## config.mk

```make
export PLATFORM = sky130hd
export DESIGN_NAME = cov_decoder
export DESIGN_NICKNAME = d
export VERILOG_FILES = /design/src/core/cov_pkg.sv /design/src/core/cov_creg_if.sv /design/src/core/cov_creg_file.sv /design/src/core/cov_decoder.sv
export SDC_FILE = /design/constraint.sdc
export NUM_CORES = 1
export LEC_CHECK = 0
export ABC_AREA = 1
export BUFFER_PORTS_ARGS = -buffer_cell sky130_fd_sc_hd__buf_2
export CAP_MARGIN = 15
export CORE_ASPECT_RATIO = 1.4
export CORE_MARGIN = 1
export CORE_UTILIZATION = 30
export CTS_CLUSTER_DIAMETER = 150
export DETAILED_ROUTE_END_ITERATION = 6
export GPL_TIMING_DRIVEN = 0
export SLEW_MARGIN = 20
export SYNTH_ARGS = -nofsm -noshare
export SYNTH_HDL_FRONTEND = slang
export SYNTH_HIERARCHICAL = 1
export SYNTH_SLANG_ARGS = --single-unit
```

## constraint.sdc

```tcl
create_clock -name clk_i -period 8.2 [get_ports clk_i]
set_clock_uncertainty 0.05 [all_clocks]
set_input_delay 0.82 -clock clk_i [delete_from_list [all_inputs] [get_ports clk_i]]
set_output_delay 0.82 -clock clk_i [all_outputs]
set_load 0.02 [all_outputs]
```

## src/core/cov_pkg.sv

```systemverilog
// cov_pkg: constants and state types for the opcode variant decoder.
// assumes one 50 MHz clock and a synchronous active-high reset.
package cov_pkg;
  // wishbone register offsets (byte addresses)
  localparam logic [7:0] OFF_CTRL   = 8'h00;
  localparam logic [7:0] OFF_STATUS = 8'h04;
  localparam logic [7:0] OFF_MASK   = 8'h08;
  localparam logic [7:0] OFF_SR     = 8'h0C;
  // sticky event bits, same layout in status and mask
  localparam int EV_FP_TRAP  = 0;
  localparam int EV_BAD_CREG = 1;
  localparam int EV_XLAT_OP  = 2;
  localparam int EV_FRAME    = 3;
  localparam int EV_FETCH    = 4;
  localparam int EV_W        = 5;
  localparam int CTRL_EN     = 0;
  localparam logic       RST_CTRL_EN = 1'b1;
  localparam logic [4:0] RST_MASK    = 5'h00;
  localparam logic [15:0] RST_SR     = 16'h2700;
  // status register layout
  localparam int SR_T1 = 15;
  localparam int SR_T0 = 14;
  localparam int SR_S  = 13;
  localparam int SR_M  = 12;
  localparam int SR_I  = 8;
  localparam int SR_X  = 4;
  localparam logic [15:0] SR_IMPL = 16'hF71F;
  // opcode match masks and patterns
  localparam logic [15:0] OPM_XTEST  = 16'hFFD8;
  localparam logic [15:0] OPP_XTEST  = 16'hF548;
  localparam logic [15:0] OPM_XFLUSH = 16'hFFE0;
  localparam logic [15:0] OPP_XFLUSH = 16'hF500;
  localparam logic [15:0] OPM_CACHE  = 16'hFF00;
  localparam logic [15:0] OPP_CACHE  = 16'hF400;
  localparam logic [15:0] OPM_FP     = 16'hFE00;
  localparam logic [15:0] OPP_FP     = 16'hF200;
  localparam logic [15:0] OPM_CRMOVE = 16'hFFFE;
  localparam logic [15:0] OPP_CRMOVE = 16'h4E7A;
  localparam int CACHE_PUSH_BIT = 5;
  localparam int CACHE_SCOPE_LSB = 3;
  localparam logic [1:0] SCOPE_LINE = 2'h1;
  localparam logic [1:0] SCOPE_PAGE = 2'h2;
  localparam logic [1:0] SCOPE_ALL  = 2'h3;
  localparam logic [31:0] PAGE_MASK = 32'hFFFFF000;
  localparam logic [31:0] LINE_MASK = 32'hFFFFFFF0;
  // control register codes of the extension word
  localparam logic [11:0] CR_SRC_SPACE = 12'h000;
  localparam logic [11:0] CR_DST_SPACE = 12'h001;
  localparam logic [11:0] CR_CACHE     = 12'h002;
  localparam logic [11:0] CR_ITT0      = 12'h004;
  localparam logic [11:0] CR_ITT1      = 12'h005;
  localparam logic [11:0] CR_DTT0      = 12'h006;
  localparam logic [11:0] CR_DTT1      = 12'h007;
  localparam logic [11:0] CR_VBASE     = 12'h801;
  localparam logic [11:0] CR_XSTAT     = 12'h805;
  localparam logic [11:0] CR_UROOT     = 12'h806;
  localparam logic [11:0] CR_SROOT     = 12'h807;
  // stack frame formats
  localparam logic [3:0] FMT_NORMAL = 4'h0;
  localparam logic [3:0] FMT_THROW  = 4'h1;
  localparam logic [3:0] FMT_INSTR  = 4'h2;
  localparam logic [3:0] FMT_FPPOST = 4'h3;
  localparam logic [3:0] FMT_FPUNIMP = 4'h4;
  localparam logic [3:0] FMT_ACCERR = 4'h7;
  localparam logic [2:0] FC_CPU_SPACE = 3'h7;

  typedef struct packed {
    logic [2:0]  src_space;
    logic [2:0]  dst_space;
    logic [31:0] vbase;
    logic [31:0] cache_ctl;
    logic [31:0] dacc0;
    logic [31:0] dacc1;
    logic [31:0] iacc0;
    logic [31:0] iacc1;
    logic [31:0] acc_stat;
  } cov_creg_t;

  typedef struct packed {
    logic        ack;
    logic [31:0] rdat;
    logic        irq;
    logic        en;
    logic [4:0]  stat;
    logic [4:0]  mask;
    logic [15:0] sr;
    logic        done;
    logic [31:0] result;
    logic        exc;
    logic        exc_fp;
    logic [3:0]  exc_fmt;
    logic        cache_op;
    logic        cache_push;
    logic [1:0]  cache_scope;
    logic [31:0] cache_addr;
    logic        frame_ok;
    logic        frame_err;
    logic        acc_fault;
    logic [2:0]  fc;
    logic        lock;
    logic        lock_end;
    logic [2:0]  beats_left;
  } cov_state_t;
endpackage : cov_pkg

```

## src/core/cov_creg_if.sv

```systemverilog
// cov_creg_if: control register move port between decoder and register file.
// assumes both ends share clk_i; writes land at the next rising edge.
`timescale 1ns/1ps
interface cov_creg_if;
  logic        wr;
  logic [11:0] code;
  logic [31:0] wdata;
  logic [31:0] rdata;
  logic        hit;
  modport dec  (output wr, code, wdata, input rdata, hit);
  modport regs (input wr, code, wdata, output rdata, hit);
endinterface : cov_creg_if

```

## src/core/cov_creg_file.sv

```systemverilog
// cov_creg_file: control registers reachable by the control register move op.
// assumes the decoder only raises wr for codes that it checked itself.
`timescale 1ns/1ps
module cov_creg_file (
  input  wire logic clk_i,
  input  wire logic rst_i,
  cov_creg_if.regs  cr
);
  cov_pkg::cov_creg_t q;
  cov_pkg::cov_creg_t next_q;

  // write decode; old translation codes land on the access control registers
  always_comb begin
    next_q = q;
    if (cr.wr) begin
      case (cr.code)
        cov_pkg::CR_SRC_SPACE: next_q.src_space = cr.wdata[2:0];
        cov_pkg::CR_DST_SPACE: next_q.dst_space = cr.wdata[2:0];
        cov_pkg::CR_CACHE:     next_q.cache_ctl = cr.wdata;
        cov_pkg::CR_VBASE:     next_q.vbase     = cr.wdata;
        cov_pkg::CR_ITT0:      next_q.iacc0     = cr.wdata;
        cov_pkg::CR_ITT1:      next_q.iacc1     = cr.wdata;
        cov_pkg::CR_DTT0:      next_q.dacc0     = cr.wdata;
        cov_pkg::CR_DTT1:      next_q.dacc1     = cr.wdata;
        cov_pkg::CR_XSTAT:     next_q.acc_stat  = cr.wdata; // kept only, steers nothing
        default: ;
      endcase
    end
  end

  // read mux and the exact set of reachable registers
  always_comb begin
    cr.hit   = 1'b1;
    cr.rdata = 32'h00000000;
    case (cr.code)
      cov_pkg::CR_SRC_SPACE: cr.rdata = {29'h0, q.src_space};
      cov_pkg::CR_DST_SPACE: cr.rdata = {29'h0, q.dst_space};
      cov_pkg::CR_CACHE:     cr.rdata = q.cache_ctl;
      cov_pkg::CR_VBASE:     cr.rdata = q.vbase;
      cov_pkg::CR_ITT0:      cr.rdata = q.iacc0;
      cov_pkg::CR_ITT1:      cr.rdata = q.iacc1;
      cov_pkg::CR_DTT0:      cr.rdata = q.dacc0;
      cov_pkg::CR_DTT1:      cr.rdata = q.dacc1;
      cov_pkg::CR_XSTAT:     cr.rdata = q.acc_stat;
      default:               cr.hit   = 1'b0;
    endcase
  end

  always_ff @(posedge clk_i) begin
    if (rst_i) begin
      q <= '0;
    end else begin
      q <= next_q;
    end
  end
endmodule : cov_creg_file

```

## src/core/cov_decoder.sv

```systemverilog
// cov_decoder: opcode variant handling, exception formats, bus attributes.
// assumes a classic wishbone master, a synchronous active-high reset,
// and that opcode, access and frame requests are synchronous to clk_i.
//
// The address map and the Wishbone register port were decided locally.
`timescale 1ns/1ps
// What this block does
// - translation ops never raise an exception
// - page cache ops cover aligned 4 Kbyte
// - root pointer moves accepted without trap, registers absent
// - old translation status code reaches access status
// - translation register codes reach access controls
// - float ops trap with frame format 4
// - frame format 3 is never produced
// - frame format 3 is accepted on return
// - only instruction fetches must be aligned
// - space code 7 marks processor space
// - atomic sequences use lock and lock-end
// - status register trace, S, M, mask, flags
// - move reaches exactly the nine control registers
module cov_decoder (
  input  wire logic        clk_i,
  input  wire logic        rst_i,
  input  wire logic        wb_cyc_i,
  input  wire logic        wb_stb_i,
  input  wire logic        wb_we_i,
  input  wire logic [7:0]  wb_adr_i,
  input  wire logic [3:0]  wb_sel_i,
  input  wire logic [31:0] wb_dat_i,
  output logic      [31:0] wb_dat_o,
  output logic             wb_ack_o,
  output logic             irq_o,
  input  wire logic        op_valid_i,
  input  wire logic [15:0] opcode_i,
  input  wire logic [15:0] ext_i,
  input  wire logic [31:0] reg_val_i,
  output logic             done_o,
  output logic      [31:0] result_o,
  output logic             exc_o,
  output logic             exc_fp_o,
  output logic      [3:0]  exc_fmt_o,
  output logic             cache_op_o,
  output logic             cache_push_o,
  output logic      [1:0]  cache_scope_o,
  output logic      [31:0] cache_addr_o,
  input  wire logic        frame_valid_i,
  input  wire logic [3:0]  frame_fmt_i,
  output logic             frame_ok_o,
  output logic             frame_err_o,
  input  wire logic        acc_valid_i,
  input  wire logic        acc_fetch_i,
  input  wire logic [31:0] acc_addr_i,
  input  wire logic        iack_i,
  output logic             acc_fault_o,
  output logic      [2:0]  address_space_code_o,
  input  wire logic        rmw_valid_i,
  input  wire logic [2:0]  rmw_beats_i,
  output logic             bus_lock_o,
  output logic             bus_lock_end_o,
  output logic      [15:0] sr_o
);
  cov_pkg::cov_state_t q;
  cov_pkg::cov_state_t next_q;
  cov_creg_if cr ();

  logic        is_xtest;
  logic        is_xflush;
  logic        is_cache;
  logic        is_fp;
  logic        is_crmove;
  logic        take;
  logic        is_root;
  logic        cr_bad;
  logic        bus_take;
  logic [31:0] wmask;
  logic [4:0]  ev;

  cov_creg_file u_creg (
    .clk_i (clk_i),
    .rst_i (rst_i),
    .cr    (cr.regs)
  );

  // opcode classes, decoded straight off the request
  always_comb begin
    is_xtest  = (opcode_i & cov_pkg::OPM_XTEST) == cov_pkg::OPP_XTEST;
    is_xflush = (opcode_i & cov_pkg::OPM_XFLUSH) == cov_pkg::OPP_XFLUSH;
    is_cache  = (opcode_i & cov_pkg::OPM_CACHE) == cov_pkg::OPP_CACHE;
    is_fp     = (opcode_i & cov_pkg::OPM_FP) == cov_pkg::OPP_FP;
    is_crmove = (opcode_i & cov_pkg::OPM_CRMOVE) == cov_pkg::OPP_CRMOVE;
    take      = op_valid_i && q.en;
    is_root   = ext_i[11:0] == cov_pkg::CR_UROOT || ext_i[11:0] == cov_pkg::CR_SROOT;
    // a move in user state or to an unknown code is an illegal opcode
    cr_bad    = !q.sr[cov_pkg::SR_S] || (!cr.hit && !is_root);
  end

  // control register port; bit 0 of the opcode selects register-to-control
  assign cr.code  = ext_i[11:0];
  assign cr.wdata = reg_val_i;
  assign cr.wr    = take && is_crmove && opcode_i[0] && !cr_bad;

  // byte-lane write mask from the wishbone select lines
  always_comb begin
    wmask    = {{8{wb_sel_i[3]}}, {8{wb_sel_i[2]}}, {8{wb_sel_i[1]}}, {8{wb_sel_i[0]}}};
    bus_take = wb_cyc_i && wb_stb_i && !q.ack;
  end

  // one process builds the whole next state
  always_comb begin
    next_q = q;
    ev     = 5'h00;
    next_q.ack = bus_take;
    next_q.done = 1'b0;
    next_q.exc = 1'b0;
    next_q.exc_fp = 1'b0;
    next_q.cache_op = 1'b0;
    next_q.frame_ok = 1'b0;
    next_q.frame_err = 1'b0;
    next_q.acc_fault = 1'b0;

    // opcode completion; translation ops fall through as no-ops
    if (take) begin
      next_q.done = 1'b1;
      if (is_xtest || is_xflush) begin
        ev[cov_pkg::EV_XLAT_OP] = 1'b1;
      end else if (is_fp) begin
        // every float op traps with the unimplemented-instruction frame
        next_q.exc     = 1'b1;
        next_q.exc_fp  = 1'b1;
        next_q.exc_fmt = cov_pkg::FMT_FPUNIMP;
        ev[cov_pkg::EV_FP_TRAP] = 1'b1;
      end else if (is_cache && opcode_i[4:3] != 2'h0) begin
        next_q.cache_op    = 1'b1;
        next_q.cache_push  = opcode_i[cov_pkg::CACHE_PUSH_BIT];
        next_q.cache_scope = opcode_i[4:3];
        case (opcode_i[4:3])
          cov_pkg::SCOPE_PAGE: next_q.cache_addr = reg_val_i & cov_pkg::PAGE_MASK;
          cov_pkg::SCOPE_LINE: next_q.cache_addr = reg_val_i & cov_pkg::LINE_MASK;
          default:             next_q.cache_addr = 32'h00000000;
        endcase
      end else if (is_crmove) begin
        if (cr_bad) begin
          next_q.exc     = 1'b1;
          next_q.exc_fmt = cov_pkg::FMT_NORMAL;
          ev[cov_pkg::EV_BAD_CREG] = 1'b1;
        end else begin
          // root pointer codes read as zero and trap nothing
          next_q.result = opcode_i[0] ? reg_val_i : (is_root ? 32'h00000000 : cr.rdata);
        end
      end
    end

    // returning frames: format 3 accepted though never produced
    if (frame_valid_i) begin
      case (frame_fmt_i)
        cov_pkg::FMT_NORMAL, cov_pkg::FMT_THROW, cov_pkg::FMT_INSTR,
        cov_pkg::FMT_FPPOST, cov_pkg::FMT_FPUNIMP, cov_pkg::FMT_ACCERR: next_q.frame_ok = 1'b1;
        default: begin
          next_q.frame_err = 1'b1;
          ev[cov_pkg::EV_FRAME] = 1'b1;
        end
      endcase
    end

    // only a fetch faults on an odd address; data may sit anywhere
    if (iack_i) begin
      next_q.fc = cov_pkg::FC_CPU_SPACE;
    end else if (acc_valid_i) begin
      next_q.fc = {q.sr[cov_pkg::SR_S], acc_fetch_i, !acc_fetch_i};
      if (acc_fetch_i && acc_addr_i[0]) begin
        next_q.acc_fault = 1'b1;
        ev[cov_pkg::EV_FETCH] = 1'b1;
      end
    end

    // locked sequence: lock on every beat, lock-end on the last
    if (q.lock) begin
      if (q.lock_end) begin
        next_q.lock     = 1'b0;
        next_q.lock_end = 1'b0;
      end else begin
        next_q.beats_left = q.beats_left - 3'h1;
        next_q.lock_end   = q.beats_left == 3'h1;
      end
    end else if (rmw_valid_i) begin
      next_q.lock       = 1'b1;
      next_q.beats_left = (rmw_beats_i == 3'h0) ? 3'h0 : rmw_beats_i - 3'h1;
      next_q.lock_end   = rmw_beats_i <= 3'h1;
    end

    // register writes; unmapped offsets ack and change nothing
    if (bus_take && wb_we_i) begin
      case (wb_adr_i)
        cov_pkg::OFF_CTRL: if (wb_sel_i[0]) next_q.en = wb_dat_i[cov_pkg::CTRL_EN];
        cov_pkg::OFF_MASK: if (wb_sel_i[0]) next_q.mask = wb_dat_i[4:0];
        cov_pkg::OFF_SR: next_q.sr = ((q.sr & ~wmask[15:0]) | (wb_dat_i[15:0] & wmask[15:0]))
                                     & cov_pkg::SR_IMPL;
        default: ;
      endcase
    end

    // register reads; a status read clears, but a new event wins
    next_q.rdat = 32'h00000000;
    if (bus_take && !wb_we_i) begin
      case (wb_adr_i)
        cov_pkg::OFF_CTRL:   next_q.rdat = {31'h0, q.en};
        cov_pkg::OFF_STATUS: next_q.rdat = {27'h0, q.stat};
        cov_pkg::OFF_MASK:   next_q.rdat = {27'h0, q.mask};
        cov_pkg::OFF_SR:     next_q.rdat = {16'h0, q.sr};
        default:             next_q.rdat = 32'h00000000;
      endcase
      if (wb_adr_i == cov_pkg::OFF_STATUS) begin
        next_q.stat = 5'h00;
      end
    end
    next_q.stat = next_q.stat | ev;
    next_q.irq  = |(next_q.stat & next_q.mask);
  end

  // state register; every output below is a flop of it
  always_ff @(posedge clk_i) begin
    if (rst_i) begin
      q      <= '0;
      q.en   <= cov_pkg::RST_CTRL_EN;
      q.mask <= cov_pkg::RST_MASK;
      q.sr   <= cov_pkg::RST_SR;
    end else begin
      q <= next_q;
    end
  end

  assign wb_ack_o             = q.ack;
  assign wb_dat_o             = q.rdat;
  assign irq_o                = q.irq;
  assign done_o               = q.done;
  assign result_o             = q.result;
  assign exc_o                = q.exc;
  assign exc_fp_o             = q.exc_fp;
  assign exc_fmt_o            = q.exc_fmt;
  assign cache_op_o           = q.cache_op;
  assign cache_push_o         = q.cache_push;
  assign cache_scope_o        = q.cache_scope;
  assign cache_addr_o         = q.cache_addr;
  assign frame_ok_o           = q.frame_ok;
  assign frame_err_o          = q.frame_err;
  assign acc_fault_o          = q.acc_fault;
  assign address_space_code_o = q.fc;
  assign bus_lock_o           = q.lock;
  assign bus_lock_end_o       = q.lock_end;
  assign sr_o                 = q.sr;
endmodule : cov_decoder

```

Yosys cells after proc, flatten, opt, wreduce, memory -nomap -nowiden
Cells that the tools add are included.
{"block": "word_totals", "ff_bits": 373, "latchBits": 0, "ramBits": 0, "rom_bits": 0, "out_inout_bits": 133, "elab_cells": 177, "mem_count": 0}
{"block": "classes", "n_addsub": 2, "n_mul": 0, "div": 0, "order_cmp": 1, "eq_ne": 28, "shift": 0, "muxes": 47, "bitwise": 14, "n_reduce_logical": 53}
{"operator": "$pmux W32 S9", "n": 1}
{"operator": "$mux W32", "n": 4}
{"operator": "$mux W75", "n": 1}
{"operator": "$mux W74", "n": 1}
{"operator": "$mux W36", "n": 2}
{"operator": "$mux W33", "n": 2}
{"operator": "$pmux W16 S4", "n": 1}
{"operator": "$pmux W32 S2", "n": 1}
{"operator": "$eq A12 B12 Y1 const B", "n": 5}
{"operator": "$eq A12 B3 Y1 const B", "n": 4}
{"operator": "$and A16 B16 Y16", "n": 2}
{"operator": "$mux W5", "n": 6}
{"operator": "$reduce_and A2 Y1", "n": 11}
{"operator": "$mux W21", "n": 1}
{"operator": "$eq A8 B4 Y1 const B", "n": 2}
{"operator": "$mux W1", "n": 16}
{"operator": "$mux W16", "n": 1}
{"operator": "$mux W4", "n": 4}
{"operator": "$not A16 Y16", "n": 1}
{"operator": "$or A16 B16 Y16", "n": 1}
{"operator": "$eq A15 B14 Y1 const B", "n": 1}
{"operator": "$mux W3", "n": 5}
{"operator": "$eq A12 B1 Y1 const B", "n": 1}
{"operator": "$eq A12 B2 Y1 const B", "n": 1}
{"operator": "35 further kinds", "n": 70}

Logic depth before layout (Yosys ltp)
Gate-level depths: netlist of the first run.
{"block": "depth", "depth_word": 15, "depth_mapped": 19, "mapped_depth_nobuf": 16}

Cells and area by module
The synthesis of the first run kept the hierarchy.
{"module": "cov_creg_file", "n_inst": 1, "cells_per_inst": 1671, "area_each_um2": 10780.3, "seq_area_each_um2": 4604.4}
{"module": "cov_decoder", "n_inst": 1, "cells_per_inst": 965, "area_each_um2": 6443.7, "seq_area_each_um2": 2322.2}

Least setup slack after synthesis of the first run
No wires, ideal clock.
{"block": "synth_timing", "kind": "input to register", "startpoint": "input ext_i[9]", "endpoint": "register u_creg/q[43] (netlist name)", "arrival_ns": 3.601, "setup_slack_ns": 4.478, "path_stages": 17, "n_path_buf": 5, "cell_sequence": "nor2_1 nand2_1 nor2_2 buf_2 buf_2 nand2_1 nand3_1 nand3b_1 inv_1 nand2_1 nand2_1 nor4_1 buf_2 buf_2 clkbuf_1 nand3_1 a21oi_1"}
{"block": "synth_between", "elab_chain_cells": 9, "elab_cells_between_ends": 21}
{"element": "start, declared", "line": "cov_decoder.sv:35", "text": "input wire logic [15:0] ext_i,"}
{"element": "$eq A12 B1 Y1, or another cell as far along", "line": "cov_creg_file.sv:35", "text": "case (cr.code)"}
{"element": "$reduce_or A9 Y1 (no line) (*)"}
{"element": "$mux W1 (*)", "line": "cov_creg_file.sv:35"}
{"element": "named net cr.hit", "line": "cov_creg_if.sv:9", "text": "logic hit;"}
{"element": "$logic_not A1 Y1 (*)", "line": "cov_decoder.sv:94", "text": "cr_bad = !q.sr[cov_pkg::SR_S] || (!cr.hit && !is_root);"}
{"element": "$logic_and A1 B1 Y1 (*)", "line": "cov_decoder.sv:94"}
{"element": "$logic_or A1 B1 Y1 (*)", "line": "cov_decoder.sv:94"}
{"element": "$logic_not A1 Y1 (*)", "line": "cov_decoder.sv:100", "text": "assign cr.wr = take && is_crmove && opcode_i[0] && !cr_bad;"}
{"element": "$logic_and A1 B1 Y1 (*)", "line": "cov_decoder.sv:100"}
{"element": "named net cr.wr", "line": "cov_creg_if.sv:5", "text": "logic wr;"}
{"element": "$reduce_and A2 Y1 (no line) (*)"}
{"element": "end signal, assigned", "line": "cov_creg_file.sv:53", "text": "q <= next_q;"}
{"element": "end, declared", "line": "cov_creg_file.sv:9", "text": "cov_pkg::cov_creg_t q;"}
The timed path passes the listed nets; every way through them passes the cells marked *.
A chain may end at the register's enable or synchronous reset.

Worst setup path after layout of the first run
{"block": "layout_timing", "startpoint": "input ext_i[3]", "endpoint": "register u_creg/q[52] (netlist name)"}
Same word-level chain as after synthesis.

==> results of run 1 <==
## cell type report
class / count / area (um^2)
fill: 6190 / 36150
clock inverter: 12 / 97.59
clock buffer: 52 / 1062
multi-input combinational: 1784 / 7856
buffer: 273 / 1573
sequential: 346 / 6927
timing repair buffer: 200 / 1001
tap: 735 / 919.6
inverter: 263 / 987.2
## critical path, cell delays in order
cell and delay, ns:
sky130_fd_sc_hd__buf_2 0.14, sky130_fd_sc_hd__inv_1 0.06, sky130_fd_sc_hd__nand2_1 0.10, sky130_fd_sc_hd__nor2_2 0.38, sky130_fd_sc_hd__nand2_1 0.49, sky130_fd_sc_hd__clkbuf_1 0.47
sky130_fd_sc_hd__nand3_1 0.19, sky130_fd_sc_hd__nand3b_1 0.14, sky130_fd_sc_hd__inv_1 0.05, sky130_fd_sc_hd__nand2_1 0.11, sky130_fd_sc_hd__nand2_1 0.21, sky130_fd_sc_hd__nor4_2 0.74
sky130_fd_sc_hd__buf_2 0.45, sky130_fd_sc_hd__buf_2 0.35, sky130_fd_sc_hd__clkbuf_1 0.49, sky130_fd_sc_hd__nand3_1 0.17, sky130_fd_sc_hd__a21oi_1 0.17
## routing by layer
metal	GRT usage [%]	wire length (um)
met1	22.89	23630
met2	40.31	32580
met3	2.540	3580
met4	11.83	3637
met5	0	0
## stage by stage
| step | area (um^2) | power [uW] |
|---|---|---|
| floorplan | 17340 | 1844 |
| global placement | 19260 | 1953 |
| detailed placement | 19260 | 1953 |
| CTS | 20420 | 3605 |
| global route | 20420 | 3678 |
| finish | 20420 | 3574 |
## power breakdown
part | internal, uW | leakage, uW | total [uW] | switching, uW
combinational | 58.3 | 0.00599 | 229 | 170
sequential | 1690 | 0.00279 | 1690 | 2.90
clock | 936 | 0.000573 | 1660 | 721
## registers in the layout, indices dropped and copies added (netlist names), named ones only
signal / count
irq_o: 1
bus_lock_o: 1
done_o: 1
wb_dat_o: 12
cache_scope_o: 2
exc_fmt_o: 1
wb_ack_o: 1
exc_fp_o: 1
cache_push_o: 1
bus_lock_end_o: 1
frame_ok_o: 1
result_o: 32
q: 14
cache_addr_o: 28
u_creg/q: 230
address_space_code_o: 3
cache_op_o: 1
exc_o: 1
frame_err_o: 1
acc_fault_o: 1
## cell usage after synthesis, drive strengths merged, types with 2 or more instances
| master | number | area [um^2] |
|---|---|---|
| ha | 8 | 100.1 |
| nor2 | 369 | 1435 |
| o21ai | 91 | 455.4 |
| nor3 | 26 | 157.7 |
| o221ai | 2 | 17.52 |
| nor3b | 6 | 45.04 |
| clkbuf | 84 | 315.3 |
| inv | 261 | 979.7 |
| nand3 | 232 | 1191 |
| nand2 | 725 | 2726 |
| nor4 | 4 | 46.29 |
| nand4 | 57 | 356.6 |
| nand3b | 5 | 37.54 |
| clkinv | 2 | 7.510 |
| dfxtp | 346 | 6927 |
| o21a | 2 | 15.01 |
| buf | 189 | 1257 |
| a21oi | 219 | 1096 |
## logic make-up after synthesis
| group | after synthesis | share of synthesized area, % |
|---|---|---|
| AO/OA/AOI/OAI | 320 | 9.473 |
| AND/OR/NAND/NOR | 1425 | 34.85 |
| other | 1 | 0.02177 |
| flip-flops | 346 | 40.22 |
| buffers and inverters | 536 | 14.86 |
| adder cells (fa/ha/maj) | 8 | 0.5812 |
## final timing paths
| check | start | end | slack, ns | depth (start not counted) |
|---|---|---|---|---|
| worst min-delay path | u_creg/q[61] | u_creg/q[61] | 0.41 | 2 |
| worst max-delay path | ext_i[3] | u_creg/q[52] | 3.05 | 17 |
| worst min register to register | u_creg/q[61] | u_creg/q[61] | 0.41 | 2 |
| worst max register to register | flip-flop | u_creg/q[52] | 4.97 | 7 |
==> metrics.txt, run 1 <==
status complete, no violations; number of instances in the synthesized netlist 2636; CTS tree built; number of violations reported at the end of detailed-routing iteration 0 1159; arrival time at the worst endpoint 5.56 ns; CTS H-Tree Depth 2; detailed-route vias per instance 4.703; static leakage 0.009348 uW; Worst setup SP type primary input; half-perimeter wire length of the detailed placement result 49.68 mm; achievable clock frequency 194.3 MHz; summed instance area of the synthesized netlist 0.01722 mm^2; filler-free cell count of the finished design 3665; ANT nets after route 0; worst min-delay path class reg -> reg; Resized Gates After CTS 0; Netlist cell types 38; WS Path Type in -> reg; wire length of the first global-routing pass 95.77 mm; Synth Flop Type sky130_fd_sc_hd__dfxtp_1; Congestion Overflow GR 0; initial antenna violation count 0; max-slew headroom at the worst pin 36.81%; fraction of the yosys area taken by sequential cells 40.22%; clock-pin slew on the worst setup and hold paths 0.06 ns; vias in the first global route 16630; Power Density 175.0 mW/mm^2; pin count of the biggest net entering global routing 15; standard-cell row count 103; clock buffer count from CTS 36; effective utilization at floorplan 30.44%; Layout Nets 3070; transition at the pin with the smallest max-transition slack 0.9479 ns; clock root buffer sky130_fd_sc_hd__clkbuf_16; RSZ-0062 raised after global routing no; number of primary I/O pins 291; number of hold buffers added after cts 0; hold violation count in the final report 0; Max Slew Vio Count 0; Worst IR Drop VDD 0.0001159 V; Syn. warnings 6; number of synthesized flops with an enable pin 0; mean routed wirelength per cell 17.30 um; post-route worst setup slack 3.054 ns; Synth-to-Final Area Change 18.57%; CORE AREA 0.05658 mm^2; global placement routability congestion 0.8998; Inst Count DP 3601; flip-flop and latch count after synthesis 346; commonest non-fill, non-tap cells in the layout 723 x sky130_fd_sc_hd__nand2_1, 357 x sky130_fd_sc_hd__nor2_1, 346 x sky130_fd_sc_hd__dfxtp_1, 252 x sky130_fd_sc_hd__inv_1, 248 x sky130_fd_sc_hd__buf_2; worst-path maximum fanout 10; Hold WS 0.4128 ns; WP data required 8.62 ns; share of layout cells above drive strength 1 16.04%; clk_lat worst skew 0.55 ns; crit path time final 5.146 ns; core utilization of the finished layout 36.10%; most common cell after layout, fill and taps aside sky130_fd_sc_hd__nand2_1; post-synthesis area per instance 6.534 um^2; share of the clock period used by the worst path 62.75%; DRT Wirelength 63.42 mm; area enclosed by the die boundary 0.05839 mm^2; final number of setup-violating endpoints 0; Global Route Usage Sum 21.44%; postcts setup bufs 0; die height 285.5 um; max-cap viol count 0; DR pass1 iterations 7; number of remaining DRC errors 0; number of port buffers 200; Inserted Diodes 0; routed via count 17240; aggregate negative setup slack 0 ns; worst slack after detailed placement 2.624 ns; share of flip-flops with an asynchronous set or reset 0%; sort of element at the end of the critical path flip-flop; clk sink count 346; Clock Tree Buf Depth 3; Chip Width 204.5 um
Power figures use the tool's default switching activity.
==> inputs of run 2 (changes only) <==
clock period = 4.6 ns   (was 8.2 ns; I/O delays follow)
==> run 2 against run 1 <==
Hold slack lost 0.35 ns. Die area unchanged. Clock power up 78%. Routed wire length is essentially flat. Cell count stayed put. Core utilization barely moved. Largest power group unchanged. Cell area about the same. Power is 78% higher. Non-clock buffer count is the same. Critical path type unchanged. Critical path depth rose by 1. Register-to-register slack lost 3.3 ns.
==> metrics.txt, run 2 (same netlist as run 1, synthesis figures left out) <==
crit path time final 4.475 ns; aggregate negative setup slack 0 ns (unchanged); number of primary I/O pins 291 (unchanged); standard-cell row count 103 (unchanged); clock-pin slew on the worst setup and hold paths 0.06 ns (about the same); share of the clock period used by the worst path 97.27%; hold violation count in the final report 0 (unchanged); static leakage 0.009359 uW (+0.12%); worst-path maximum fanout 10 (unchanged); WS Path Type in -> reg; number of port buffers 200 (unchanged); area enclosed by the die boundary 0.05839 mm^2 (unchanged); ANT nets after route 0 (unchanged); most common cell after layout, fill and taps aside sky130_fd_sc_hd__nand2_1; status complete, no violations; CTS tree built; Final Total Pwr 6371 uW (+78%); vias in the first global route 16650 (+0.090%); routed via count 17210 (-0.16%); transition at the pin with the smallest max-transition slack 0.9523 ns (+0.004454 ns); Hold WS 0.06749 ns (-0.3453 ns); master of the slowest instance on the critical path sky130_fd_sc_hd__nor4_4; CORE AREA 0.05658 mm^2 (unchanged); share of layout cells above drive strength 1 16.11% (+0.068 points); commonest non-fill, non-tap cells in the layout 723 x sky130_fd_sc_hd__nand2_1, 357 x sky130_fd_sc_hd__nor2_1, 346 x sky130_fd_sc_hd__dfxtp_1, 252 x sky130_fd_sc_hd__inv_1, 248 x sky130_fd_sc_hd__buf_2; Worst IR Drop VDD 0.0002067 V (+78%); pin count of the biggest net entering global routing 15 (unchanged); top register by number of flip-flops u_creg/q; DR pass1 iterations 5 (-2); CTS H-Tree Depth 2 (unchanged); final number of setup-violating endpoints 0 (unchanged); Power Density 311.8 mW/mm^2 (+78%); number of remaining DRC errors 0 (unchanged); number of violations reported at the end of detailed-routing iteration 0 1216 (+4.9%); depth of the worst register-to-register path 8 (+1); slowest cell delay on critical path 0.53 ns (-0.21 ns); DRT Wirelength 63.40 mm (about the same); wire length of the first global-routing pass 95.79 mm (about the same); max-slew headroom at the worst pin 36.51% (-0.30 points); Synth-to-Final Area Change 18.64% (about the same); Critical Path Source ext_i[3]; detailed-route vias per instance 4.695 (-0.16%); Layout Nets 3070 (unchanged); core utilization of the finished layout 36.12% (about the same); clk sink count 346 (unchanged); timing endpoint of the critical path u_creg/q[83]; max-cap viol count 0 (unchanged); clock buffer count from CTS 36 (unchanged); initial antenna violation count 0 (unchanged); CP cell instances buf_2, inv_1, nand2_1, nor2_2, nand2_1, clkbuf_1, nand3_1, nand3b_1, inv_1, nand2_1, nand2_1, nor4_4, buf_2, inv_1, nor2_1, buf_2, nand2_1, a21oi_1; arrival time at the worst endpoint 4.90 ns (-0.66 ns); # fillers 6190 (unchanged); setup slack, reg-to-reg 1.67 ns (-3.30 ns); Max Slew Vio Count 0 (unchanged); die height 285.5 um (unchanged); achievable clock frequency 223.5 MHz; effective utilization at floorplan 30.44% (unchanged); Clock Tree Buf Depth 3 (unchanged); Worst setup SP type primary input; clock root buffer sky130_fd_sc_hd__clkbuf_16; Inserted Diodes 0 (unchanged); Global Route Usage Sum 21.44% (about the same); half-perimeter wire length of the detailed placement result 49.68 mm (unchanged); max reg flops 230 (unchanged); Chip Width 204.5 um (unchanged); sort of element at the end of the critical path flip-flop; mean routed wirelength per cell 17.30 um (about the same); RSZ-0062 raised after global routing no; WP data required 5.02 ns (-3.60 ns); Congestion Overflow GR 0 (unchanged); worst slack after detailed placement -0.6163 ns (-3.240 ns); clk_lat worst skew 0.55 ns (about the same); worst min-delay path class in -> reg; R2R Path End u_creg/q[83]; cell repeated most along the worst path sky130_fd_sc_hd__nand2_1; global placement routability congestion 0.8998 (unchanged); post-route worst setup slack 0.1254 ns (-2.929 ns)
[run 2: cell types whose count changed in the layout (fill, tap and decap cells not counted)]
cell,before,now
sky130_fd_sc_hd__clkbuf_1,91,89
sky130_fd_sc_hd__clkbuf_2,0,2
sky130_fd_sc_hd__nor4_2,2,1
sky130_fd_sc_hd__nor4_4,1,2
[run 2: power breakdown]
part           internal [uW]  switching (uW)
clock                   1670            1290
combinational            104             304
sequential              3000            5.16
[run 2: cell type report]
class	count	area (um^2)	area share (%)
inverters	263	987.2	4.831
clock buffers	52	1062	5.198
well taps	735	919.6	4.500
multi-input cells	1784	7865	38.49
plain buffers	273	1575	7.709
clock inverters	12	97.59	0.4776
repair buffers	200	1001	4.898
flip-flops and latches	346	6927	33.90
[run 2: worst min path at each step]
stage	cells after the start	from	to	slack, ns
floorplan	2	flip-flop	wb_dat_o[15]	0.39
detailed placement	2	u_creg/q[59]	u_creg/q[59]	0.40
finish	3	wb_dat_i[13]	flip-flop	0.07
global placement	2	u_creg/q[62]	u_creg/q[62]	0.40
CTS	3	wb_dat_i[13]	flip-flop	0.05
global route	3	wb_dat_i[9]	flip-flop	0.08
[run 2: layer usage]
metal / part of all wire, % / global-route usage [%] / up-vias
met1: 37 / 22.89 / 7772
met2: 51 / 40.25 / 582
met4: 5.9 / 11.98 / 0
met3: 5.4 / 2.540 / 170
met5: 0 / 0 / -
li1: - / - / 8684
[run 2: timing repair]
| item | in CTS | in global routing |
|---|---|---|
| setup buffers | 0 | 0 |
| endpoints found under the setup margin | 13 | 12 |
| resized for setup | 1 | 4 |
| hold buffers | 0 | 0 |
[run 2: worst max-delay path, delay by kind of cell]
kind / cells / cell delay, ns
AO/OA/AOI/OAI: 1 / 0.12
AND/OR/NAND/NOR: 10 / 2.62
buffers and inverters: 7 / 1.65
[run 2: through the flow]
stage	cells	area [um^2]
6_report	3665	20430
5_1_grt	3665	20430
4_1_cts	3665	20430
3_5_place_dp	3601	19260
3_3_place_gp	3601	19260
2_1_floorplan	2666	17340
